## config.mk

```make
export PLATFORM = sky130hd
export DESIGN_NAME = dtc_top
export DESIGN_NICKNAME = d
export VERILOG_FILES = /design/src/dtc_pkg.sv /design/src/dtc_chan.sv /design/src/dtc_top.sv
export SDC_FILE = /design/constraint.sdc
export NUM_CORES = 1
export LEC_CHECK = 0
export BUFFER_PORTS_ARGS = -buffer_cell sky130_fd_sc_hd__buf_2
export CORE_ASPECT_RATIO = 0.5
export CORE_MARGIN = 3
export CORE_UTILIZATION = 50
export DETAILED_ROUTE_END_ITERATION = 12
export PLACE_DENSITY = 0.71
export SYNTH_ARGS = -nofsm -noshare
export SYNTH_HDL_FRONTEND = slang
export SYNTH_SLANG_ARGS = --single-unit
export TNS_END_PERCENT = 5
```

## constraint.sdc

```tcl
create_clock -name CLK_I -period 5.63 [get_ports CLK_I]
set_clock_uncertainty 0.05 [all_clocks]
set_input_delay 0.2815 -clock CLK_I [delete_from_list [all_inputs] [get_ports CLK_I]]
set_output_delay 0.2815 -clock CLK_I [all_outputs]
set_load 0.05 [all_outputs]
```

## src/dtc_pkg.sv

```systemverilog
// Purpose: Shared constants for the dual 8-bit interval timer pair
// Assumes: Byte-wide registers on a 32-bit Wishbone word grid
// Notes:   All offsets are byte addresses on the low address byte

package dtc_pkg;

    ////////////////////////////////////////////////////////////////////
    // Register offsets
    localparam logic [7:0] OFS_POWER      = 8'h00;
    localparam logic [7:0] OFS_PAIR       = 8'h04;
    localparam logic [7:0] OFS_MODE [2]   = '{8'h08, 8'h0c};
    localparam logic [7:0] OFS_CMP  [2]   = '{8'h10, 8'h14};
    localparam logic [7:0] OFS_CNT  [2]   = '{8'h18, 8'h1c};

    ////////////////////////////////////////////////////////////////////
    // Field positions
    localparam int GATE_BIT      = 4;
    localparam int RUN_LO_BIT    = 0;
    localparam int RUN_HI_BIT    = 1;
    localparam int CASCADE_BIT   = 2;
    localparam int OUTAND_BIT    = 3;
    localparam int MODE_DBE_BIT  = 7;
    localparam int MODE_OP_LSB   = 4;
    localparam int MODE_EXT_BIT  = 3;
    localparam int MODE_CLK_LSB  = 0;

    ////////////////////////////////////////////////////////////////////
    // Values after reset and masks
    localparam logic [7:0] POWER_RST     = 8'h00;
    localparam logic [7:0] PAIR_RST      = 8'h00;
    localparam logic [7:0] MODE_RST      = 8'h00;
    localparam logic [7:0] CMP_RST       = 8'h00;
    localparam logic [7:0] COUNT_CLEAR   = 8'h00;
    localparam logic [7:0] PAIR_RW_MASK  = 8'h0f;

    ////////////////////////////////////////////////////////////////////
    // Prescaler layout
    localparam int DIV_W    = 11;
    localparam int LF_DIV_W = 4;
    localparam logic [DIV_W-1:0] GEAR_MASK [8] = '{
        11'h7ff, 11'h3ff, 11'h0ff, 11'h03f,
        11'h00f, 11'h003, 11'h001, 11'h000};
    localparam logic [2:0] CODE_LF16 = 3'h0;
    localparam logic [2:0] CODE_LF8  = 3'h1;
    localparam logic [2:0] CODE_LF4  = 3'h7;
    localparam int SYNC_PINS = 3;

endpackage : dtc_pkg

```

## src/dtc_chan.sv

```systemverilog
// Purpose: One 8-bit interval counter with compare and staging buffer
// Assumes: tick_i is a one-cycle enable in the basic clock domain
// Notes:   Compare value zero gives a 256-tick interval

`timescale 1ns/1ps

module dtc_chan
    import dtc_pkg::*;
(
    // Clock and reset
    input  wire logic       clk_i,
    input  wire logic       rst_i,
    // Control
    input  wire logic       run_i,
    input  wire logic       tick_i,
    input  wire logic       dbe_i,
    input  wire logic       cmp_wr_i,
    input  wire logic [7:0] cmp_data_i,
    // State
    output logic      [7:0] count_o,
    output logic      [7:0] cmp_buf_o,
    output logic            match_o
);

    logic [7:0] cnt_reg;
    logic [7:0] cmp_reg;
    logic [7:0] buf_reg;
    logic       match_reg;
    logic [7:0] cnt_inc;
    logic       hit;

    assign cnt_inc = cnt_reg + 8'h01;
    // Interval equals compare value times tick period
    assign hit     = run_i & tick_i & (cnt_inc == cmp_reg);

    ////////////////////////////////////////////////////////////////////
    // Counter
    always_ff @(posedge clk_i)
    begin
        if (rst_i)
            cnt_reg <= COUNT_CLEAR;
        else if (!run_i)
            cnt_reg <= COUNT_CLEAR;
        else if (hit)
            cnt_reg <= COUNT_CLEAR;
        else if (tick_i)
            cnt_reg <= cnt_inc;
    end

    always_ff @(posedge clk_i)
    begin
        if (rst_i)
            match_reg <= 1'b0;
        else
            match_reg <= hit;
    end

    ////////////////////////////////////////////////////////////////////
    // Compare and staging buffer
    always_ff @(posedge clk_i)
    begin
        if (rst_i)
            buf_reg <= CMP_RST;
        else if (cmp_wr_i)
            buf_reg <= cmp_data_i;
    end

    // Old buffer wins over a write landing on the match cycle
    always_ff @(posedge clk_i)
    begin
        if (rst_i)
            cmp_reg <= CMP_RST;
        else if (cmp_wr_i && (!dbe_i || !run_i))
            cmp_reg <= cmp_data_i;
        else if (hit && dbe_i)
            cmp_reg <= buf_reg;
    end

    assign count_o   = cnt_reg;
    assign cmp_buf_o = buf_reg;
    assign match_o   = match_reg;

    ////////////////////////////////////////////////////////////////////
    // Checks
    AST_MATCH_CLEAR: assert property (@(posedge clk_i) disable iff (rst_i)
        match_reg |-> (cnt_reg == 8'h00))
        else $error("counter not cleared on match");

    AST_STOP_CLEAR: assert property (@(posedge clk_i) disable iff (rst_i)
        !run_i |=> (cnt_reg == 8'h00))
        else $error("stopped counter not cleared");

    AST_TICK_INC: assert property (@(posedge clk_i) disable iff (rst_i)
        (run_i && tick_i && !hit) |=> (cnt_reg == 8'($past(cnt_reg) + 8'h01)))
        else $error("counter did not advance on tick");

    AST_DBUF_HOLD: assert property (@(posedge clk_i) disable iff (rst_i)
        (dbe_i && run_i && cmp_wr_i && !hit) |=> $stable(cmp_reg))
        else $error("staged write reached compare early");

    AST_READBACK: assert property (@(posedge clk_i) disable iff (rst_i)
        cmp_wr_i |=> (buf_reg == $past(cmp_data_i)))
        else $error("compare readback differs from write");

    AST_DIRECT_WR: assert property (@(posedge clk_i) disable iff (rst_i)
        (cmp_wr_i && !dbe_i) |=> (cmp_reg == $past(cmp_data_i)))
        else $error("direct compare write not applied");

endmodule : dtc_chan

```

## src/dtc_top.sv

```systemverilog
// Purpose: Dual 8-bit timer pair with clock gate, prescalers and bus
// Assumes: CLK_I is the gear clock, 50 MHz; LF_CLK_I is asynchronous
// Notes:   16-bit, PWM and PPG modes select clocks only
//
// What this block does
// - Fast codes pick gear divisions or low-frequency substitutes
// - Slow mode: codes 000, 001, 111 only
// - Cascade takes clock from high timer selection
// - Dead low-frequency clock delivers no ticks
// - Clock gate zero freezes both counters
// - Clock gate resets to zero
// - Independent and cascaded mode codes are held
// - Interval mode uses internal selected source clock
// - Eight-bit compare value matched against counter
// - Double buffer enable stages compare writes
// - Mode writes ignored while that timer runs
// - Counter increments once per source tick
// - Match pulses flag, clears counter, continues
// - Run cleared stops and zeroes counter
// - High timer mirrors low timer behaviour
// - Staged value loads at match; stopped writes direct
// - Unbuffered write applies at once, may wrap
// - Compare reads return last written value

`timescale 1ns/1ps

module dtc_top
    import dtc_pkg::*;
(
    // Wishbone slave
    input  wire logic        CLK_I,
    input  wire logic        RST_I,
    input  wire logic        CYC_I,
    input  wire logic        STB_I,
    input  wire logic        WE_I,
    input  wire logic [7:0]  ADR_I,
    input  wire logic [3:0]  SEL_I,
    input  wire logic [31:0] DAT_I,
    output logic      [31:0] DAT_O,
    output logic             ACK_O,
    // Clock sources and system mode
    input  wire logic        LF_CLK_I,
    input  wire logic        LF_OSC_OK_I,
    input  wire logic        SLOW_MODE_I,
    input  wire logic        LF_SUBST_I,
    // Event pins
    input  wire logic        EVENT_LOW_I,
    input  wire logic        EVENT_HIGH_I,
    // Match pulses
    output logic             LOW_MATCH_IRQ_O,
    output logic             HIGH_MATCH_IRQ_O
);

    logic             ack_reg;
    logic [31:0]      dat_reg;
    logic [7:0]       power_gate_reg;
    logic [7:0]       pair_control_reg;
    logic [7:0]       pair_control_next;
    logic [7:0]       mode_reg [2];
    logic [7:0]       rd_byte;
    logic             req;
    logic             wr;
    logic [7:0]       wdat;
    logic             gate;
    logic             cas;
    logic             lock;
    logic [1:0]       run;
    logic [1:0]       tick;
    logic [1:0]       match;
    logic [7:0]       count   [2];
    logic [7:0]       cmp_buf [2];
    logic [SYNC_PINS-1:0] pin_rise;
    logic [SYNC_PINS-1:0] pin_fall;
    logic [DIV_W-1:0]     div_reg;
    logic [LF_DIV_W-1:0]  lf_div_reg;
    logic [7:0]       gear_tap;
    logic             lf_edge;
    logic             lf_tap16;
    logic             lf_tap8;
    logic             lf_tap4;

    ////////////////////////////////////////////////////////////////////
    // Bus slave: one wait state, byte lane 0 only
    assign req  = CYC_I & STB_I & ~ack_reg;
    assign wr   = req & WE_I & SEL_I[0];
    assign wdat = DAT_I[7:0];

    always_ff @(posedge CLK_I)
    begin
        if (RST_I)
            ack_reg <= 1'b0;
        else
            ack_reg <= req;
    end

    always_ff @(posedge CLK_I)
    begin
        if (RST_I)
            dat_reg <= 32'h0;
        else if (req && !WE_I)
            dat_reg <= {24'h0, rd_byte};
    end

    always_comb
    begin
        case (ADR_I)
            OFS_POWER:   rd_byte = power_gate_reg;
            OFS_PAIR:    rd_byte = pair_control_reg & PAIR_RW_MASK;
            OFS_MODE[0]: rd_byte = mode_reg[0];
            OFS_MODE[1]: rd_byte = mode_reg[1];
            OFS_CMP[0]:  rd_byte = cmp_buf[0];
            OFS_CMP[1]:  rd_byte = cmp_buf[1];
            OFS_CNT[0]:  rd_byte = count[0];
            OFS_CNT[1]:  rd_byte = count[1];
            default:     rd_byte = 8'h00;
        endcase
    end

    assign DAT_O = dat_reg;
    assign ACK_O = ack_reg;

    ////////////////////////////////////////////////////////////////////
    // Power gate and pair control
    always_ff @(posedge CLK_I)
    begin
        if (RST_I)
            power_gate_reg <= POWER_RST;
        else if (wr && ADR_I == OFS_POWER)
            power_gate_reg <= wdat;
    end

    assign gate = power_gate_reg[GATE_BIT];
    assign cas  = pair_control_reg[CASCADE_BIT];
    assign run  = {pair_control_reg[RUN_HI_BIT], pair_control_reg[RUN_LO_BIT]};
    assign lock = |run;

    // Cascade and output combine bits freeze while either timer runs
    always_comb
    begin
        pair_control_next = wdat & PAIR_RW_MASK;
        if (lock)
        begin
            pair_control_next[CASCADE_BIT] = pair_control_reg[CASCADE_BIT];
            pair_control_next[OUTAND_BIT]  = pair_control_reg[OUTAND_BIT];
        end
    end

    always_ff @(posedge CLK_I)
    begin
        if (RST_I)
            pair_control_reg <= PAIR_RST;
        else if (wr && ADR_I == OFS_PAIR)
            pair_control_reg <= pair_control_next;
    end

    ////////////////////////////////////////////////////////////////////
    // Pin synchronisers: low-frequency clock and two event pins
    generate
        for (genvar p = 0; p < SYNC_PINS; p++)
        begin : g_sync
            logic s1_reg;
            logic s2_reg;
            logic s3_reg;
            logic lvl_reg;
            logic pin;

            assign pin = (p == 0) ? LF_CLK_I : ((p == 1) ? EVENT_LOW_I : EVENT_HIGH_I);

            always_ff @(posedge CLK_I)
            begin
                if (RST_I)
                begin
                    s1_reg  <= 1'b0;
                    s2_reg  <= 1'b0;
                    s3_reg  <= 1'b0;
                    lvl_reg <= 1'b0;
                end
                else
                begin
                    s1_reg <= pin;
                    s2_reg <= s1_reg;
                    s3_reg <= s2_reg;
                    if (s2_reg == s3_reg)
                        lvl_reg <= s3_reg;
                end
            end

            assign pin_rise[p] = (s2_reg == s3_reg) & s3_reg & ~lvl_reg;
            assign pin_fall[p] = (s2_reg == s3_reg) & ~s3_reg & lvl_reg;
        end
    endgenerate

    ////////////////////////////////////////////////////////////////////
    // Prescalers as enable pulses, never as derived clocks
    always_ff @(posedge CLK_I)
    begin
        if (RST_I)
            div_reg <= '0;
        else if (gate)
            div_reg <= div_reg + 11'h001;
    end

    generate
        for (genvar k = 0; k < 8; k++)
        begin : g_gear
            assign gear_tap[k] = gate & ((div_reg & GEAR_MASK[k]) == GEAR_MASK[k]);
        end
    endgenerate

    // No edges arrive from a stopped oscillator
    assign lf_edge = pin_rise[0] & LF_OSC_OK_I & gate;

    always_ff @(posedge CLK_I)
    begin
        if (RST_I)
            lf_div_reg <= '0;
        else if (lf_edge)
            lf_div_reg <= lf_div_reg + 4'h1;
    end

    assign lf_tap16 = lf_edge & (lf_div_reg == 4'hf);
    assign lf_tap8  = lf_edge & (lf_div_reg[2:0] == 3'h7);
    assign lf_tap4  = lf_edge & (lf_div_reg[1:0] == 2'h3);

    ////////////////////////////////////////////////////////////////////
    // Per-timer mode register, source select and counter
    generate
        for (genvar i = 0; i < 2; i++)
        begin : g_chan
            logic [2:0] code;
            logic       ext;
            logic       ev;
            logic       int_tick;

            always_ff @(posedge CLK_I)
            begin
                if (RST_I)
                    mode_reg[i] <= MODE_RST;
                else if (wr && ADR_I == OFS_MODE[i] && !run[i])
                    mode_reg[i] <= wdat;
            end

            // Cascade reads the high timer selection for both halves
            assign code = cas ? mode_reg[1][MODE_CLK_LSB+:3]
                              : mode_reg[i][MODE_CLK_LSB+:3];
            assign ext  = cas ? mode_reg[1][MODE_EXT_BIT]
                              : mode_reg[i][MODE_EXT_BIT];
            assign ev   = cas ? pin_fall[1] : pin_fall[1+i];

            always_comb
            begin
                int_tick = 1'b0;
                if (SLOW_MODE_I)
                begin
                    case (code)
                        CODE_LF16: int_tick = lf_tap16;
                        CODE_LF8:  int_tick = lf_tap8;
                        CODE_LF4:  int_tick = lf_tap4;
                        default:   int_tick = 1'b0;
                    endcase
                end
                else if (LF_SUBST_I && code == CODE_LF16)
                    int_tick = lf_tap16;
                else if (LF_SUBST_I && code == CODE_LF8)
                    int_tick = lf_tap8;
                else
                    int_tick = gear_tap[code];
            end

            // Event modes count only falling edges on the pin
            assign tick[i] = ext ? (ev & gate) : int_tick;

            dtc_chan u_chan (
                .clk_i      (CLK_I),
                .rst_i      (RST_I),
                .run_i      (run[i]),
                .tick_i     (tick[i]),
                .dbe_i      (mode_reg[i][MODE_DBE_BIT]),
                .cmp_wr_i   (wr && ADR_I == OFS_CMP[i]),
                .cmp_data_i (wdat),
                .count_o    (count[i]),
                .cmp_buf_o  (cmp_buf[i]),
                .match_o    (match[i])
            );
        end
    endgenerate

    assign LOW_MATCH_IRQ_O  = match[0];
    assign HIGH_MATCH_IRQ_O = match[1];

    ////////////////////////////////////////////////////////////////////
    // Checks
    AST_GATE_RESET: assert property (@(posedge CLK_I)
        RST_I |=> !power_gate_reg[GATE_BIT])
        else $error("clock gate not cleared by reset");

    AST_GATE_BLOCKS: assert property (@(posedge CLK_I) disable iff (RST_I)
        !gate |-> (tick == 2'b00))
        else $error("tick while clock gate is off");

    AST_FAST_CODE: assert property (@(posedge CLK_I) disable iff (RST_I)
        (!SLOW_MODE_I && gate && !cas && mode_reg[0][3:0] == 4'h7) |-> tick[0])
        else $error("undivided code gave no tick");

    AST_SLOW_CODES: assert property (@(posedge CLK_I) disable iff (RST_I)
        (SLOW_MODE_I && !cas && !mode_reg[0][MODE_EXT_BIT]
         && mode_reg[0][2:0] inside {[3'h2:3'h6]}) |-> !tick[0])
        else $error("unusable slow code produced a tick");

    AST_CASCADE_SRC: assert property (@(posedge CLK_I) disable iff (RST_I)
        cas |-> (tick[0] == tick[1]))
        else $error("cascade halves on different sources");

    AST_LF_DEAD: assert property (@(posedge CLK_I) disable iff (RST_I)
        !LF_OSC_OK_I |-> !lf_edge)
        else $error("low-frequency edge without oscillator");

    AST_MODE_LOCK: assert property (@(posedge CLK_I) disable iff (RST_I)
        (run[0] && wr && ADR_I == OFS_MODE[0]) |=> $stable(mode_reg[0]))
        else $error("mode written while running");

    AST_BUS_ACK: assert property (@(posedge CLK_I) disable iff (RST_I)
        (CYC_I && STB_I && !ack_reg) |=> ack_reg ##1 !ack_reg)
        else $error("ack not a single cycle after request");

endmodule : dtc_top

```

# Word-level counts from Yosys, hierarchy flattened
# Memory sizes are Yosys's and may differ from the RTL's.
# Cells that the tools add are included.
# word_totals
reg_bits	98
ram_bits	16
in_bits	55
output_inout_bits	35
wordCells	161
n_memories	1
# classes
add_sub_neg	4
magnitude_cmp	2
n_eq_ne	25
muxes	32
bitwise	37
n_reduce_logical	33
# memory_table
name	depth	width	rd	rd_ports_with_merged_regs	wr	line	text
mode_reg	2	8	2	0	2	dtc_top.sv:59	logic [7:0] mode_reg [2];
# ops
operator	n
$pmux W8 S8	1
$mux W8	6
$eq A8 B5 Y1 const B	4
$and A1 B1 Y1	28
$mux W1	20
$logic_and A1 B1 Y1	17
$add A8 B1 Y8 const B	2
$eq A8 B4 Y1 const B	2
$eq A8 B8 Y1	2
$add A11 B1 Y11 const B	1
$eq A11 B11 Y1 const B	1
$eq A10 B10 Y1 const B	1
$eq A3 B3 Y1 const B	3
$eq A4 B4 Y1 const B	2
$eq A8 B3 Y1 const B	1
$eq A8 B8 Y1 const B	1
$logic_not A8 Y1	1
$lt A3 B4 Y1 const B	2
$not A1 Y1	7
$bmux W1 S3	2
$eq A3 B1 Y1 const B	2
$eq A6 B6 Y1 const B	1
$logic_not A3 Y1	2
$pmux W1 S3	2
11 further kinds	22

# Longest topological paths before layout
# Gate-level depths: netlist (run 1).
# depth
depth_word	15
mapped_depth	9
ltp_nobuf	9

# Modules after synthesis
# A second synthesis (run 1) with hierarchy kept.
# hier_totals
hier_cells	648
area_unflattened_um2	6213.5
# modules_own_cells
module	instances	cells_per_inst	area_per_inst_um2	seq_area_each_um2
dtc_top	1	370	3570.9	1441.4
dtc_chan	2	139	1321.3	500.5

# Worst setup path before layout (run 1)
# Ideal clock, no wire load.
# synth_path
kind	register to register
from	register g_chan[0].u_chan.cnt_reg[1]
to	register g_chan[0].u_chan.cmp_reg[0]
setup_time_ps	122
t_arrival_ps	2348
slack_ps	3110
path_stages_with_launch	10
path_buffers	1
synth_period_minus_slack_ps	2520
path_cell_list	dfxtp_1 > ha_1 > buf_2 > nand3_2 > a31o_1 > a2111oi_2 > o211ai_1 > and2b_2 > a311oi_2 > a221o_1
# synth_via
elab_chain_len	5
# synth_rtl
item	line	text
start, declared	dtc_chan.sv:25	logic [7:0] cnt_reg;
start signal, assigned	dtc_chan.sv:47	cnt_reg <= cnt_inc;
$add A8 B1 Y8	dtc_chan.sv:32	assign cnt_inc = cnt_reg + 8'h01;
$eq A8 B8 Y1	dtc_chan.sv:34	assign hit = run_i & tick_i & (cnt_inc == cmp_reg);
$and A1 B1 Y1	dtc_chan.sv:34	
$logic_and A1 B1 Y1	dtc_chan.sv:75	else if (hit && dbe_i)
$reduce_bool A2 Y1 (no source line)	--	
end signal, assigned	dtc_chan.sv:74	cmp_reg <= cmp_data_i;
end signal, assigned	dtc_chan.sv:76	cmp_reg <= buf_reg;
end, declared	dtc_chan.sv:26	logic [7:0] cmp_reg;
# No other way between the ends.
# A chain may end at the register's enable or synchronous reset.

# Worst setup path in the final report (run 1)
# layout_path
from	register g_chan[0].u_chan.cnt_reg[0]
to	register g_chan[0].u_chan.cmp_reg[6]
# The elaborated chain is that of the path after synthesis.

==> results of run 1 <==
==> through the flow <==
stage | utilization, % | power (mW) | instances | setup slack [ns]
after floorplan | - | 0.940 | 712 | 3.11
after global placement | 55.0 | 0.959 | 861 | 2.63
after detailed placement | 55.0 | 0.960 | 861 | 2.61
after CTS | 60.8 | 2.18 | 893 | 2.52
after global routing | 60.8 | 2.23 | 893 | 2.28
final | 60.8 | 2.17 | 893 | 2.51
==> cell type report <==
| type | instances | area (sq um) |
|---|---|---|
| multi-input cells | 528 | 3370 |
| clock inverters | 13 | 234 |
| flip-flops and latches | 114 | 2440 |
| clock buffers | 19 | 433 |
| fillers | 991 | 4500 |
| repair buffers | 46 | 250 |
| well taps | 159 | 199 |
| inverters | 14 | 52.6 |
==> logic make-up (layout without fill, tap and decap cells) <==
family                     Yosys count  after routing
buffers and inverters               70             92
xor gates and xnor gates            29             29
muxes                               33             33
other                                1             24
DFF                                114            114
AOI/OAI and AO/OA                  158            158
and+or+nand+nor                    275            275
adders and majority gates            9              9
==> power by group <==
part,switching [mW],internal [mW],leakage (nW),total (mW)
Sequential,0.00670,0.833,0.953,0.839
Combinational,0.0839,0.0222,1.39,0.106
Clock,0.390,0.831,0.325,1.22
Total,0.481,1.69,2.67,2.17
==> worst max-delay path, delay by kind of cell (launching register included) <==
family | cells | cell delay, ns
compound gates | 5 | 1.45
flops | 1 | 0.56
simple gates | 2 | 0.51
fa+ha+maj | 1 | 0.42
==> per-layer routing <==
layer  GRT usage, %  share of wire, %
met1           32.0                46
met5              0                 0
met4           8.83               2.3
met2           34.3                44
met3           6.26               7.7
==> Yosys cell counts (8+ instances only) <==
library cell and instances:
nand3_1 23, edfxtp_1 16, xnor2_1 16, dfxtp_1 98, nor4_1 8, ha_1 8, nand4_1 8, or3_1 10
and2_1 23, o21ai_0 26, inv_1 14, o21ai_1 14, xor2_1 13, and3_1 8, nor3_1 10, nand2_1 77
a21oi_1 38, a221o_1 8, nor2b_1 8, clkbuf_1 17, buf_4 25, nor2_1 59, mux2i_1 31, a22oi_1 22
==> final timing paths <==
check | startpoint | to | depth (start not counted) | slack [ns]
worst max register to register | g_chan[0].u_chan.count_o[0]$_SDFFE_PP0N_ | g_chan[0].u_chan.cmp_reg[6]$_SDFFE_PP0P_ | 8 | 2.51
worst max-delay path | g_chan[0].u_chan.count_o[0]$_SDFFE_PP0N_ | g_chan[0].u_chan.cmp_reg[6]$_SDFFE_PP0P_ | 8 | 2.51
worst min register to register | g_sync[2].s1_reg$_SDFF_PP0_ | g_sync[2].s2_reg$_SDFF_PP0_ | 1 | 0.40
worst min-delay path | EVENT_HIGH_I | g_sync[2].s1_reg$_SDFF_PP0_ | 2 | 0.03
==> flow_summary.html, run 1 <==
<table>
<tr><th>Metric</th><th>Value</th></tr>
<tr><th colspan="2">Placed design</th></tr>
<tr><td>Placed instance area</td><td>6310 sq um</td></tr>
<tr><td>Port-buffer cells</td><td>38</td></tr>
<tr><td>Placed wire-length estimate after detailed placement</td><td>10900 um</td></tr>
<tr><td>Placer's final routability congestion estimate</td><td>0.910</td></tr>
<tr><th colspan="2">Layout</th></tr>
<tr><td>Most frequent cells in the layout</td><td>98 x dfxtp_1, 77 x nand2_1, 59 x nor2_1</td></tr>
<tr><td>Post-route standard cell area excluding fillers</td><td>6980 sq um</td></tr>
<tr><td>Proportion of layout cells with a drive suffix above 1</td><td>15.4%</td></tr>
<tr><td>Most common cell after layout, fill and taps aside</td><td>dfxtp_1</td></tr>
<tr><td>Total inserted antenna cells</td><td>0</td></tr>
<tr><td>Post-layout net count</td><td>784</td></tr>
<tr><td>Area growth, synth to finish</td><td>13.7%</td></tr>
<tr><th colspan="2">Global routing</th></tr>
<tr><td>Initial antenna violation count</td><td>0</td></tr>
<tr><td>Global-route total usage across every layer</td><td>23.1%</td></tr>
<tr><td>First-pass GRT wire length</td><td>25100 um</td></tr>
<tr><td>Via count of the first global-routing pass</td><td>4871</td></tr>
<tr><td>Pin count of the biggest net entering global routing</td><td>72</td></tr>
<tr><td>Remaining global-route overflow</td><td>0</td></tr>
<tr><th colspan="2">STA</th></tr>
<tr><td>Actual transition at the worst max-transition pin</td><td>1.27 ns</td></tr>
<tr><td>Hold Slack</td><td>0.0296 ns</td></tr>
<tr><td>Count of final hold-check violations</td><td>0</td></tr>
<tr><td>Final worst-path cycle share</td><td>55.4%</td></tr>
<tr><td>Max-slew violation count</td><td>0</td></tr>
<tr><td>Timing-limited maximum frequency</td><td>320 MHz</td></tr>
<tr><td>Total negative slack</td><td>0 ns</td></tr>
<tr><td>Final setup violating endpoints</td><td>0</td></tr>
<tr><td>Unrepaired setup endpoints after global routing</td><td>no</td></tr>
<tr><td>Worst slew margin</td><td>15.0%</td></tr>
<tr><td>Shortest period the worst path allows</td><td>3.12 ns</td></tr>
<tr><th colspan="2">Critical path</th></tr>
<tr><td>Cell with the largest stage delay on the worst path</td><td>dfxtp_1</td></tr>
<tr><td>Required @ worst endpoint</td><td>5.87 ns</td></tr>
<tr><td>Largest driver fanout on the critical path</td><td>9</td></tr>
<tr><td>Arrival time of data at the critical path endpoint</td><td>3.36 ns</td></tr>
<tr><td>Type of origin of the critical path</td><td>flip-flop</td></tr>
<tr><td>Kind of critical path</td><td>flip-flop to flip-flop</td></tr>
<tr><td>Capturing element type of the critical path</td><td>flip-flop</td></tr>
<tr><td>Chain of cells forming the critical path</td><td>ha_1, nand3_2, a31o_1, a2111oi_2, o211ai_1, and2b_2, a311oi_2, a221o_1</td></tr>
<tr><td>Delay of the slowest cell on the worst path</td><td>0.56 ns</td></tr>
<tr><th colspan="2">Synthesis</th></tr>
<tr><td>Yosys warnings</td><td>0</td></tr>
<tr><td>Post-synthesis share of cell area spent on xor and xnor gates</td><td>4.14%</td></tr>
<tr><td>Sequential area share after synthesis</td><td>39.8%</td></tr>
<tr><td>FFs w/ async S/R, synth</td><td>0%</td></tr>
<tr><td>Cell variety after synth</td><td>83</td></tr>
<tr><td>Seq cells post-synth</td><td>114</td></tr>
<tr><td>Yosys top cell by area</td><td>dfxtp_1</td></tr>
<tr><td>Dominant combinational cell family by area after synthesis</td><td>simple AND/OR/NAND/NOR gates</td></tr>
<tr><td>Syn_area_per_cell</td><td>8.91 sq um</td></tr>
<tr><td>Post-synth top area share</td><td>32.0%</td></tr>
<tr><td>Synth Instances</td><td>689</td></tr>
<tr><td>Most area-consuming cells after synthesis</td><td>dfxtp_1 32%, edfxtp_1 7.8%, mux2i_1 5.1%</td></tr>
<tr><td>Synth Area in Compound Gates</td><td>17.9%</td></tr>
<tr><td>Top_reg_cell synth</td><td>dfxtp_1</td></tr>
<tr><td>Portion of netlist area occupied by mux cells</td><td>5.42%</td></tr>
<tr><td>Post-synthesis adder-cell area fraction</td><td>1.79%</td></tr>
<tr><td>Total standard cell area after synthesis</td><td>6140 sq um</td></tr>
<tr><td>Post-synth EDFFs</td><td>16</td></tr>
<tr><td>Simple logic cell fraction of the synthesized area</td><td>24.0%</td></tr>
<tr><th colspan="2">Routing</th></tr>
<tr><td>First DRT Iteration DRCs</td><td>374</td></tr>
<tr><td>Routed WL per cell</td><td>17.4 um</td></tr>
<tr><td>Count of TritonRoute iterations in the first routing pass</td><td>5</td></tr>
<tr><td>Antenna-violating nets left</td><td>0</td></tr>
<tr><td>Routed Wire Length</td><td>15500 um</td></tr>
<tr><td>Vias</td><td>5314</td></tr>
<tr><td>Avg Vias per Cell</td><td>5.95</td></tr>
<tr><td>Number of design rule violations left after detail routing</td><td>0</td></tr>
<tr><th colspan="2">Power and ir drop</th></tr>
<tr><td>Worst IR Drop VDD</td><td>0.167 mV</td></tr>
<tr><td>Pwr Density</td><td>310 nW/um^2</td></tr>
<tr><td>Static Leak</td><td>2.67 nW</td></tr>
<tr><th colspan="2">Floorplanning</th></tr>
<tr><td>I/O pin cnt</td><td>90</td></tr>
<tr><td>Count of standard-cell rows</td><td>27</td></tr>
<tr><td>Die Area</td><td>13700 sq um</td></tr>
<tr><td>DIE HEIGHT</td><td>84.4 um</td></tr>
<tr><td>Area of the core</td><td>11500 sq um</td></tr>
<tr><td>Die Span X</td><td>163 um</td></tr>
<tr><td>Starting density of the core</td><td>53.5%</td></tr>
<tr><th colspan="2">Clock tree</th></tr>
<tr><td>CTS Sinks</td><td>114</td></tr>
<tr><td>Hold-fix buffers, CTS</td><td>0</td></tr>
<tr><td>CTS tree</td><td>built</td></tr>
<tr><td>Clock Pin Slew Worst Setup and Hold Paths</td><td>0.05 ns</td></tr>
<tr><td>Clock H-tree levels</td><td>4</td></tr>
<tr><td>Maximum number of buffers from clock root to sink</td><td>2</td></tr>
<tr><td>Worst-Skew Late Latency</td><td>0.42 ns</td></tr>
<tr><td>Number of setup buffers added after CTS</td><td>0</td></tr>
<tr><td>Resize count post-CTS</td><td>0</td></tr>
<tr><td>Clock buffers created by TritonCTS</td><td>17</td></tr>
<tr><td>Buffer type at the clock tree root</td><td>clkbuf_16</td></tr>
<tr><th colspan="2">Job</th></tr>
<tr><td>Number of maximum-capacitance constraint violations</td><td>0</td></tr>
<tr><th colspan="2">Min path</th></tr>
<tr><td>Path class of the lowest-slack min-delay path</td><td>input pin to flip-flop</td></tr>
<tr><th colspan="2">Outcome</th></tr>
<tr><td>Status</td><td>finished, final reports clean</td></tr>
</table>
Note: power is estimated with default switching activity, not from simulation.
==> run 2: changes to the inputs <==
Settings changed: PLACE_DENSITY 0.71 to 0.74.
Clock period 5.63 ns to 2.55 ns, I/O delays scaled along.
==> run 2 against run 1 <==
Against the previous run: critical path depth stayed put; register-to-register slack worse by 2.4 ns; die area stayed put; count of clock-buffer cells in the layout is 4 higher; design area is 6.8% higher.
==> flow_summary.html, run 2 (synthesis gave the netlist of run 1 again) <==
<table>
<tr><th>Metric</th><th>Value</th></tr>
<tr><th colspan="2">Job</th></tr>
<tr><td>Number of maximum-capacitance constraint violations</td><td>0 (unchanged)</td></tr>
<tr><th colspan="2">Layout</th></tr>
<tr><td>Proportion of layout cells with a drive suffix above 1</td><td>21.3% (+5.9 points)</td></tr>
<tr><td>Post-layout net count</td><td>838 (+6.9%)</td></tr>
<tr><td>Post-route standard cell area excluding fillers</td><td>7450 sq um (+6.8%)</td></tr>
<tr><td>Total inserted antenna cells</td><td>0 (unchanged)</td></tr>
<tr><td>Sequential cell area</td><td>2450 sq um (+0.26%)</td></tr>
<tr><td>Most frequent cells in the layout</td><td>93 x dfxtp_1, 77 x nand2_1, 58 x nor2_1</td></tr>
<tr><td>Final cell count without fillers</td><td>947 (+6.0%)</td></tr>
<tr><td>Area of combinational cells with multiple inputs</td><td>3420 sq um (+1.6%)</td></tr>
<tr><td>Fill cells</td><td>904 (-8.8%)</td></tr>
<tr><td>Most common cell after layout, fill and taps aside</td><td>dfxtp_1</td></tr>
<tr><td>Area growth, synth to finish</td><td>21.4%</td></tr>
<tr><th colspan="2">Power and ir drop</th></tr>
<tr><td>Clock power frac</td><td>54.7% (-1.7 points)</td></tr>
<tr><td>Static Leak</td><td>2.93 nW (+9.7%)</td></tr>
<tr><td>Switching Fraction</td><td>22.6% (+0.37 points)</td></tr>
<tr><td>Relative contribution of combinational cells to total power</td><td>5.6% (+0.7 points)</td></tr>
<tr><td>Int Power</td><td>3.62 mW (+110%)</td></tr>
<tr><td>Worst IR Drop VDD</td><td>0.468 mV (+180%)</td></tr>
<tr><td>Share of power burned in registers</td><td>39.6% (+0.9 points)</td></tr>
<tr><td>Tot Pwr</td><td>4.67 mW (+120%)</td></tr>
<tr><td>Net switching power of the design</td><td>1.05 mW (+120%)</td></tr>
<tr><td>Pwr Density</td><td>627 nW/um^2 (+100%)</td></tr>
<tr><th colspan="2">STA</th></tr>
<tr><td>Unrepaired setup endpoints after global routing</td><td>yes</td></tr>
<tr><td>Timing-limited maximum frequency</td><td>402 MHz (+25%)</td></tr>
<tr><td>Shortest period the worst path allows</td><td>2.49 ns (-0.631 ns)</td></tr>
<tr><td>Final setup violating endpoints</td><td>0 (unchanged)</td></tr>
<tr><td>Worst slew margin</td><td>63.6% (+49 points)</td></tr>
<tr><td>Actual transition at the worst max-transition pin</td><td>0.544 ns (-0.728 ns)</td></tr>
<tr><td>Final worst-path cycle share</td><td>97.7% (+42 points)</td></tr>
<tr><td>Count of final hold-check violations</td><td>0 (unchanged)</td></tr>
<tr><td>Post-route setup slack</td><td>0.0597 ns (-2.45 ns)</td></tr>
<tr><td>Max-slew violation count</td><td>0 (unchanged)</td></tr>
<tr><th colspan="2">Critical path</th></tr>
<tr><td>Kind of critical path</td><td>flip-flop to flip-flop</td></tr>
<tr><td>Crit-path leading delay family</td><td>compound AO/OA/AOI/OAI gates</td></tr>
<tr><td>Required @ worst endpoint</td><td>2.80 ns (-3.07 ns)</td></tr>
<tr><td>Cell with the largest stage delay on the worst path</td><td>dfxtp_1</td></tr>
<tr><td>Type of origin of the critical path</td><td>flip-flop</td></tr>
<tr><td>Arrival time of data at the critical path endpoint</td><td>2.74 ns (-0.62 ns)</td></tr>
<tr><td>Capturing element type of the critical path</td><td>flip-flop</td></tr>
<tr><td>Largest driver fanout on the critical path</td><td>8 (-1)</td></tr>
<tr><td>Worst Path Buf+Inv</td><td>1 (+1)</td></tr>
<tr><td>Chain of cells forming the critical path</td><td>mux2i_1, nand4_1, a211o_2, and3_1, o21ai_2, a311oi_2, buf_4, a221o_1</td></tr>
<tr><td>Delay of the slowest cell on the worst path</td><td>0.45 ns (-0.11 ns)</td></tr>
<tr><th colspan="2">Clock tree</th></tr>
<tr><td>Clock H-tree levels</td><td>4 (unchanged)</td></tr>
<tr><td>Maximum number of buffers from clock root to sink</td><td>2 (unchanged)</td></tr>
<tr><td>Buffer type at the clock tree root</td><td>clkbuf_16</td></tr>
<tr><td>Worst-Skew Late Latency</td><td>0.42 ns (about the same)</td></tr>
<tr><td>CTS tree</td><td>built</td></tr>
<tr><td>Clock buffers created by TritonCTS</td><td>17 (unchanged)</td></tr>
<tr><td>CTS Sinks</td><td>114 (unchanged)</td></tr>
<tr><td>Clock Pin Slew Worst Setup and Hold Paths</td><td>0.06 ns (about the same)</td></tr>
<tr><th colspan="2">Placed design</th></tr>
<tr><td>Port-buffer cells</td><td>38 (unchanged)</td></tr>
<tr><td>Placed instance area</td><td>6630 sq um (+4.9%)</td></tr>
<tr><td>Placed wire-length estimate after detailed placement</td><td>11500 um (+6.1%)</td></tr>
<tr><td>Count of placed standard cells including taps</td><td>901 (+4.6%)</td></tr>
<tr><td>Placer's final routability congestion estimate</td><td>0.912 (+0.20%)</td></tr>
<tr><td>Worst slack after detailed placement</td><td>0.0932 ns (-2.52 ns)</td></tr>
<tr><th colspan="2">Routing</th></tr>
<tr><td>Antenna-violating nets left</td><td>0 (unchanged)</td></tr>
<tr><td>Vias</td><td>5514 (+3.8%)</td></tr>
<tr><td>Routed WL per cell</td><td>17.2 um (-0.81%)</td></tr>
<tr><td>First DRT Iteration DRCs</td><td>470 (+26%)</td></tr>
<tr><td>Number of design rule violations left after detail routing</td><td>0 (unchanged)</td></tr>
<tr><td>Avg Vias per Cell</td><td>5.82 (-2.2%)</td></tr>
<tr><td>Routed Wire Length</td><td>16300 um (+5.2%)</td></tr>
<tr><td>Count of TritonRoute iterations in the first routing pass</td><td>6 (+1)</td></tr>
<tr><th colspan="2">Floorplanning</th></tr>
<tr><td>Area of the core</td><td>11500 sq um (unchanged)</td></tr>
<tr><td>DIE HEIGHT</td><td>84.4 um (unchanged)</td></tr>
<tr><td>Count of standard-cell rows</td><td>27 (unchanged)</td></tr>
<tr><td>I/O pin cnt</td><td>90 (unchanged)</td></tr>
<tr><td>Die Area</td><td>13700 sq um (unchanged)</td></tr>
<tr><td>Die Span X</td><td>163 um (unchanged)</td></tr>
<tr><td>Starting density of the core</td><td>53.5% (unchanged)</td></tr>
<tr><th colspan="2">Global routing</th></tr>
<tr><td>Via count of the first global-routing pass</td><td>5128 (+5.3%)</td></tr>
<tr><td>Global-route total usage across every layer</td><td>24.1% (+1.0 points)</td></tr>
<tr><td>Remaining global-route overflow</td><td>0 (unchanged)</td></tr>
<tr><td>Initial antenna violation count</td><td>0 (unchanged)</td></tr>
<tr><td>Pin count of the biggest net entering global routing</td><td>40 (-44%)</td></tr>
<tr><td>Met2 GRT Util</td><td>37.6% (+3.2 points)</td></tr>
<tr><td>Met1 track demand over resource in global routing</td><td>32.7% (+0.67 points)</td></tr>
<tr><td>GRT Max-Usage Layer</td><td>met2</td></tr>
<tr><td>First-pass GRT wire length</td><td>26400 um (+4.9%)</td></tr>
<tr><td>M3 GR Usage</td><td>6.21% (-0.049 points)</td></tr>
<tr><th colspan="2">Min path</th></tr>
<tr><td>Path class of the lowest-slack min-delay path</td><td>input pin to flip-flop</td></tr>
<tr><th colspan="2">Outcome</th></tr>
<tr><td>Status</td><td>finished, final reports clean</td></tr>
</table>
run 2: cell count changes in the layout (fill, tap and decap cells not counted), moves of 4 or more:
cell | previous run | this run
o21ai_0 | 26 | 22
o21ai_1 | 14 | 18
ha_1 | 8 | 4
buf_4 | 8 | 49
clkinv_4 | 5 | 1
dlygate4sd3_1 | 0 | 11
dfxtp_1 | 98 | 93
dfxtp_2 | 0 | 5
run 2: final timing paths:
check                           slack [ns]                                       end                              from  depth (start not counted)
worst max register to register        0.06  g_chan[0].u_chan.cmp_reg[2]$_SDFFE_PP0P_  pair_control_reg[2]$_SDFFE_PP0P_                          8
worst max-delay path                  0.06  g_chan[0].u_chan.cmp_reg[2]$_SDFFE_PP0P_  pair_control_reg[2]$_SDFFE_PP0P_                          8
worst min register to register        0.38               g_sync[0].s2_reg$_SDFF_PP0_       g_sync[0].s1_reg$_SDFF_PP0_                          1
worst min-delay path                  0.02  g_chan[1].u_chan.cmp_reg[3]$_SDFFE_PP0P_                          DAT_I[3]                          3
run 2: power by group through the flow:
stage / Clock, mW / Sequential (mW) / Combinational [mW]
5_1_grt: 2.66 / 1.85 / 0.280
2_1_floorplan: 0 / 1.89 / 0.190
3_5_place_dp: 0 / 1.89 / 0.241
6_report: 2.56 / 1.85 / 0.263
4_1_cts: 2.57 / 1.85 / 0.257
3_3_place_gp: 0 / 1.89 / 0.239
run 2: worst min-delay path: stages:
cell and delay (ns):
buf_2 0.17, nand2_1 0.07, o21ai_1 0.06
run 2: metal layers:
layer | part of all wire [%] | vias up
met4 | 1.9 | 2
met2 | 45 | 256
met5 | 0.49 | -
met1 | 44 | 2595
met3 | 8.7 | 33
li1 | - | 2628
run 2: final cells by class:
class                      instances  area share, %
tap                              159           2.67
clock buffer                      23           6.41
multi-input combinational        528           45.9
timing repair buffer             100           9.38
inverter                          14          0.705
clock inverter                     9           2.06
sequential                       114           32.8
run 2: through the flow:
stage          setup TNS, ns  utilization [%]  hold WS (ns)
3_3_place_gp               0             57.7         0.288
2_1_floorplan              0                -         0.192
3_5_place_dp               0             57.7         0.293
4_1_cts                    0             64.2       0.00660
6_report                   0             64.9        0.0156
5_1_grt               -0.282             64.9        0.0199
run 2: timing repair:
| action | 4_1_cts | 5_1_grt |
|---|---|---|
| gates resized for setup | 0 | 22 |
| setup endpoints to repair | 0 | 21 |
| hold buffers | 11 | 0 |
| endpoints found under the hold margin | 18 | 0 |
| setup buffers | 0 | 3 |
==> run 3: changes to the inputs <==
Clock period 2.55 ns to 2.1 ns, I/O delays scaled along.
==> run 3 against run 2 <==
Against the previous run: the flow now finishes with violations (setup timing); sequential share of layout area decreased by 2.9 points; worst setup slack got worse by 0.35 ns; clock power increased by 18%; utilization increased by 6.7 points; non-clock buffer count increased by 81; combinational power increased by 39%; count of clock-buffer cells in the layout decreased by 6; via count increased by 6.8%; register-to-register slack got worse by 0.35 ns.
==> flow_summary.html, run 3 (synthesis gave the netlist of run 1 again) <==
<table>
<tr><th>Metric</th><th>Value</th></tr>
<tr><th colspan="2">Clock tree</th></tr>
<tr><td>Clock buffers created by TritonCTS</td><td>17 (unchanged)</td></tr>
<tr><td>CTS Sinks</td><td>114 (unchanged)</td></tr>
<tr><td>CTS tree</td><td>built</td></tr>
<tr><td>Maximum number of buffers from clock root to sink</td><td>2 (unchanged)</td></tr>
<tr><td>Buffer type at the clock tree root</td><td>clkbuf_16</td></tr>
<tr><td>Clock H-tree levels</td><td>4 (unchanged)</td></tr>
<tr><td>Worst-Skew Late Latency</td><td>0.41 ns (about the same)</td></tr>
<tr><td>Clock Pin Slew Worst Setup and Hold Paths</td><td>0.06 ns (about the same)</td></tr>
<tr><th colspan="2">Global routing</th></tr>
<tr><td>Initial antenna violation count</td><td>0 (unchanged)</td></tr>
<tr><td>Remaining global-route overflow</td><td>0 (unchanged)</td></tr>
<tr><td>Global-route total usage across every layer</td><td>27.1% (+3.0 points)</td></tr>
<tr><td>Pin count of the biggest net entering global routing</td><td>38 (-5.0%)</td></tr>
<tr><td>First-pass GRT wire length</td><td>29600 um (+12%)</td></tr>
<tr><td>Via count of the first global-routing pass</td><td>5713 (+11%)</td></tr>
<tr><th colspan="2">Placed design</th></tr>
<tr><td>Count of placed standard cells including taps</td><td>980 (+8.8%)</td></tr>
<tr><td>Placed wire-length estimate after detailed placement</td><td>12900 um (+12%)</td></tr>
<tr><td>Port-buffer cells</td><td>38 (unchanged)</td></tr>
<tr><td>Placer's final routability congestion estimate</td><td>0.938 (+2.8%)</td></tr>
<tr><th colspan="2">STA</th></tr>
<tr><td>Actual transition at the worst max-transition pin</td><td>0.573 ns (+0.0290 ns)</td></tr>
<tr><td>Final setup violating endpoints</td><td>32 (+32)</td></tr>
<tr><td>Shortest period the worst path allows</td><td>2.39 ns (-0.103 ns)</td></tr>
<tr><td>Post-route setup slack</td><td>-0.288 ns (-0.347 ns)</td></tr>
<tr><td>Max-slew violation count</td><td>0 (unchanged)</td></tr>
<tr><td>Worst slew margin</td><td>61.8% (-1.9 points)</td></tr>
<tr><td>Count of final hold-check violations</td><td>0 (unchanged)</td></tr>
<tr><td>Unrepaired setup endpoints after global routing</td><td>yes</td></tr>
<tr><td>Hold Slack</td><td>0.0580 ns (+0.0423 ns)</td></tr>
<tr><td>Timing-limited maximum frequency</td><td>419 MHz (+4.3%)</td></tr>
<tr><td>Final worst-path cycle share</td><td>114% (+16 points)</td></tr>
<tr><th colspan="2">Routing</th></tr>
<tr><td>First DRT Iteration DRCs</td><td>527 (+12%)</td></tr>
<tr><td>Routed WL per cell</td><td>17.9 um (+3.6%)</td></tr>
<tr><td>Vias</td><td>5887 (+6.8%)</td></tr>
<tr><td>Top routing layer in use</td><td>met4</td></tr>
<tr><td>M1 wire length</td><td>7960 um (+11%)</td></tr>
<tr><td>Antenna-violating nets left</td><td>0 (unchanged)</td></tr>
<tr><td>Count of TritonRoute iterations in the first routing pass</td><td>6 (unchanged)</td></tr>
<tr><td>Number of design rule violations left after detail routing</td><td>0 (unchanged)</td></tr>
<tr><td>DR WL met2</td><td>8450 um (+15%)</td></tr>
<tr><td>Routed Wire Length</td><td>18400 um (+12%)</td></tr>
<tr><td>Detailed route wirelength on metal3</td><td>1600 um (+12%)</td></tr>
<tr><td>Avg Vias per Cell</td><td>5.73 (-1.6%)</td></tr>
<tr><th colspan="2">Power and ir drop</th></tr>
<tr><td>Int Power</td><td>4.32 mW (+19%)</td></tr>
<tr><td>Relative contribution of combinational cells to total power</td><td>6.5% (+0.9 points)</td></tr>
<tr><td>Clock power frac</td><td>53.7% (-1.0 points)</td></tr>
<tr><td>Worst IR Drop VDD</td><td>0.493 mV (+5.4%)</td></tr>
<tr><td>Net switching power of the design</td><td>1.33 mW (+26%)</td></tr>
<tr><td>Share of power burned in registers</td><td>39.8% (+0.2 points)</td></tr>
<tr><td>Static Leak</td><td>3.40 nW (+16%)</td></tr>
<tr><td>Switching Fraction</td><td>23.5% (+0.95 points)</td></tr>
<tr><td>Pwr Density</td><td>686 nW/um^2 (+9.5%)</td></tr>
<tr><th colspan="2">Layout</th></tr>
<tr><td>Fill cells</td><td>838 (-7.3%)</td></tr>
<tr><td>Proportion of layout cells with a drive suffix above 1</td><td>31.1% (+9.8 points)</td></tr>
<tr><td>Final cell count without fillers</td><td>1028 (+8.6%)</td></tr>
<tr><td>Sequential cell area</td><td>2460 sq um (+0.66%)</td></tr>
<tr><td>Most frequent cells in the layout</td><td>125 x buf_4, 86 x dfxtp_1, 77 x nand2_1</td></tr>
<tr><td>Area growth, synth to finish</td><td>34.0%</td></tr>
<tr><td>Area of combinational cells with multiple inputs</td><td>3550 sq um (+3.8%)</td></tr>
<tr><td>Post-layout net count</td><td>919 (+9.7%)</td></tr>
<tr><td>Total inserted antenna cells</td><td>0 (unchanged)</td></tr>
<tr><td>Most common cell after layout, fill and taps aside</td><td>buf_4</td></tr>
<tr><th colspan="2">Critical path</th></tr>
<tr><td>Cell with the largest stage delay on the worst path</td><td>edfxtp_1</td></tr>
<tr><td>Required @ worst endpoint</td><td>2.39 ns (-0.41 ns)</td></tr>
<tr><td>Kind of critical path</td><td>flip-flop to flip-flop</td></tr>
<tr><td>Delay of the slowest cell on the worst path</td><td>0.44 ns (about the same)</td></tr>
<tr><td>Capturing element type of the critical path</td><td>flip-flop</td></tr>
<tr><td>Arrival time of data at the critical path endpoint</td><td>2.68 ns (-0.06 ns)</td></tr>
<tr><td>Critical path's most frequent cell</td><td>o22ai_2</td></tr>
<tr><td>Type of origin of the critical path</td><td>flip-flop</td></tr>
<tr><td>Worst Path Buf+Inv</td><td>1 (unchanged)</td></tr>
<tr><td>Largest driver fanout on the critical path</td><td>5 (-3)</td></tr>
<tr><td>Chain of cells forming the critical path</td><td>buf_4, nand4bb_1, o22ai_2, o22ai_2, a21oi_4, or3b_4, or3_1, o21ai_1</td></tr>
<tr><td>Crit-path leading delay family</td><td>simple AND/OR/NAND/NOR gates</td></tr>
<tr><th colspan="2">Min path</th></tr>
<tr><td>Path class of the lowest-slack min-delay path</td><td>input pin to flip-flop</td></tr>
<tr><th colspan="2">Floorplanning</th></tr>
<tr><td>DIE HEIGHT</td><td>84.4 um (unchanged)</td></tr>
<tr><td>I/O pin cnt</td><td>90 (unchanged)</td></tr>
<tr><td>Die Span X</td><td>163 um (unchanged)</td></tr>
<tr><td>Count of standard-cell rows</td><td>27 (unchanged)</td></tr>
<tr><td>Area of the core</td><td>11500 sq um (unchanged)</td></tr>
<tr><td>Starting density of the core</td><td>53.5% (unchanged)</td></tr>
<tr><td>Die Area</td><td>13700 sq um (unchanged)</td></tr>
<tr><th colspan="2">Outcome</th></tr>
<tr><td>Failing checks</td><td>setup timing</td></tr>
<tr><td>Status</td><td>finished with violations</td></tr>
<tr><th colspan="2">Job</th></tr>
<tr><td>Number of maximum-capacitance constraint violations</td><td>0 (unchanged)</td></tr>
</table>
==> run 3: cell count changes in the layout (fill, tap and decap cells not counted), moves of 3 or more <==
cell / delta
clkbuf_8: -3
clkbuf_1: -3
buf_4: +76
dfxtp_1: -7
dfxtp_2: +4
dfxtp_4: +3
clkinv_2: +3
==> run 3: layer usage <==
metal  GRT usage (%)  up-vias
li1                -     2786
met1            36.0     2783
met2            44.4      286
met3            5.96       32
met4            8.37        0
met5               0        -
==> run 3: worst paths after layout <==
check | depth (start not counted) | startpoint | slack [ns] | end
hold reg to reg | 1 | g_sync[1].s1_reg$_SDFF_PP0_ | 0.39 | g_sync[1].s2_reg$_SDFF_PP0_
setup reg to reg | 8 | mode_reg[1][1]$_SDFFCE_PN0P_ | -0.29 | g_chan[1].u_chan.count_o[6]$_SDFFE_PP0N_
setup / recovery | 8 | mode_reg[1][1]$_SDFFCE_PN0P_ | -0.29 | g_chan[1].u_chan.count_o[6]$_SDFFE_PP0N_
hold / removal | 2 | RST_I | 0.06 | g_chan[0].u_chan.cmp_buf_o[7]$_SDFFE_PP0P_
==> run 3: worst reg2reg max path, cell delays in order, from the launching register on <==
cell,delay (ns)
edfxtp_1,0.44
buf_4,0.20
nand4bb_1,0.22
o22ai_2,0.23
o22ai_2,0.10
a21oi_4,0.21
or3b_4,0.44
or3_1,0.35
o21ai_1,0.09
==> run 3: cell type report <==
| cell class | instances | share of cell area (%) |
|---|---|---|
| well taps | 159 | 2.42 |
| flip-flops and latches | 114 | 30.0 |
| repair buffers | 181 | 16.3 |
| clock buffers | 17 | 5.17 |
| multi-input cells | 528 | 43.2 |
| clock inverters | 15 | 2.30 |
| inverters | 14 | 0.639 |
==> run 3: what timing repair did <==
| action | CTS | global route |
|---|---|---|
| hold buffers | 13 | 0 |
| endpoints found under the setup margin | 33 | 34 |
| endpoints found under the hold margin | 28 | 0 |
| pin swaps | 14 | 8 |
| resized for setup | 25 | 9 |
| cloned | 0 | 0 |
| setup buffers | 2 | 2 |
==> run 3: power by group through the flow <==
stage	Clock, mW	Sequential, mW	Combinational [mW]
after floorplan	0	2.29	0.235
after global placement	0	2.29	0.321
after detailed placement	0	2.29	0.323
after CTS	3.04	2.24	0.351
after global routing	3.16	2.24	0.386
final	3.03	2.24	0.366
==> run 3: per-stage QoR <==
step	util, %	TNS (ns)	area [sq um]	setup slack (ns)	power, mW
2_1_floorplan	-	-4.29	6330	-0.165	2.52
3_3_place_gp	63.9	-5.22	7340	-0.225	2.61
3_5_place_dp	63.9	-5.91	7340	-0.291	2.61
4_1_cts	71.2	-4.34	8180	-0.187	5.63
5_1_grt	71.6	-9.45	8220	-0.391	5.79
6_report	71.6	-5.36	8220	-0.288	5.64
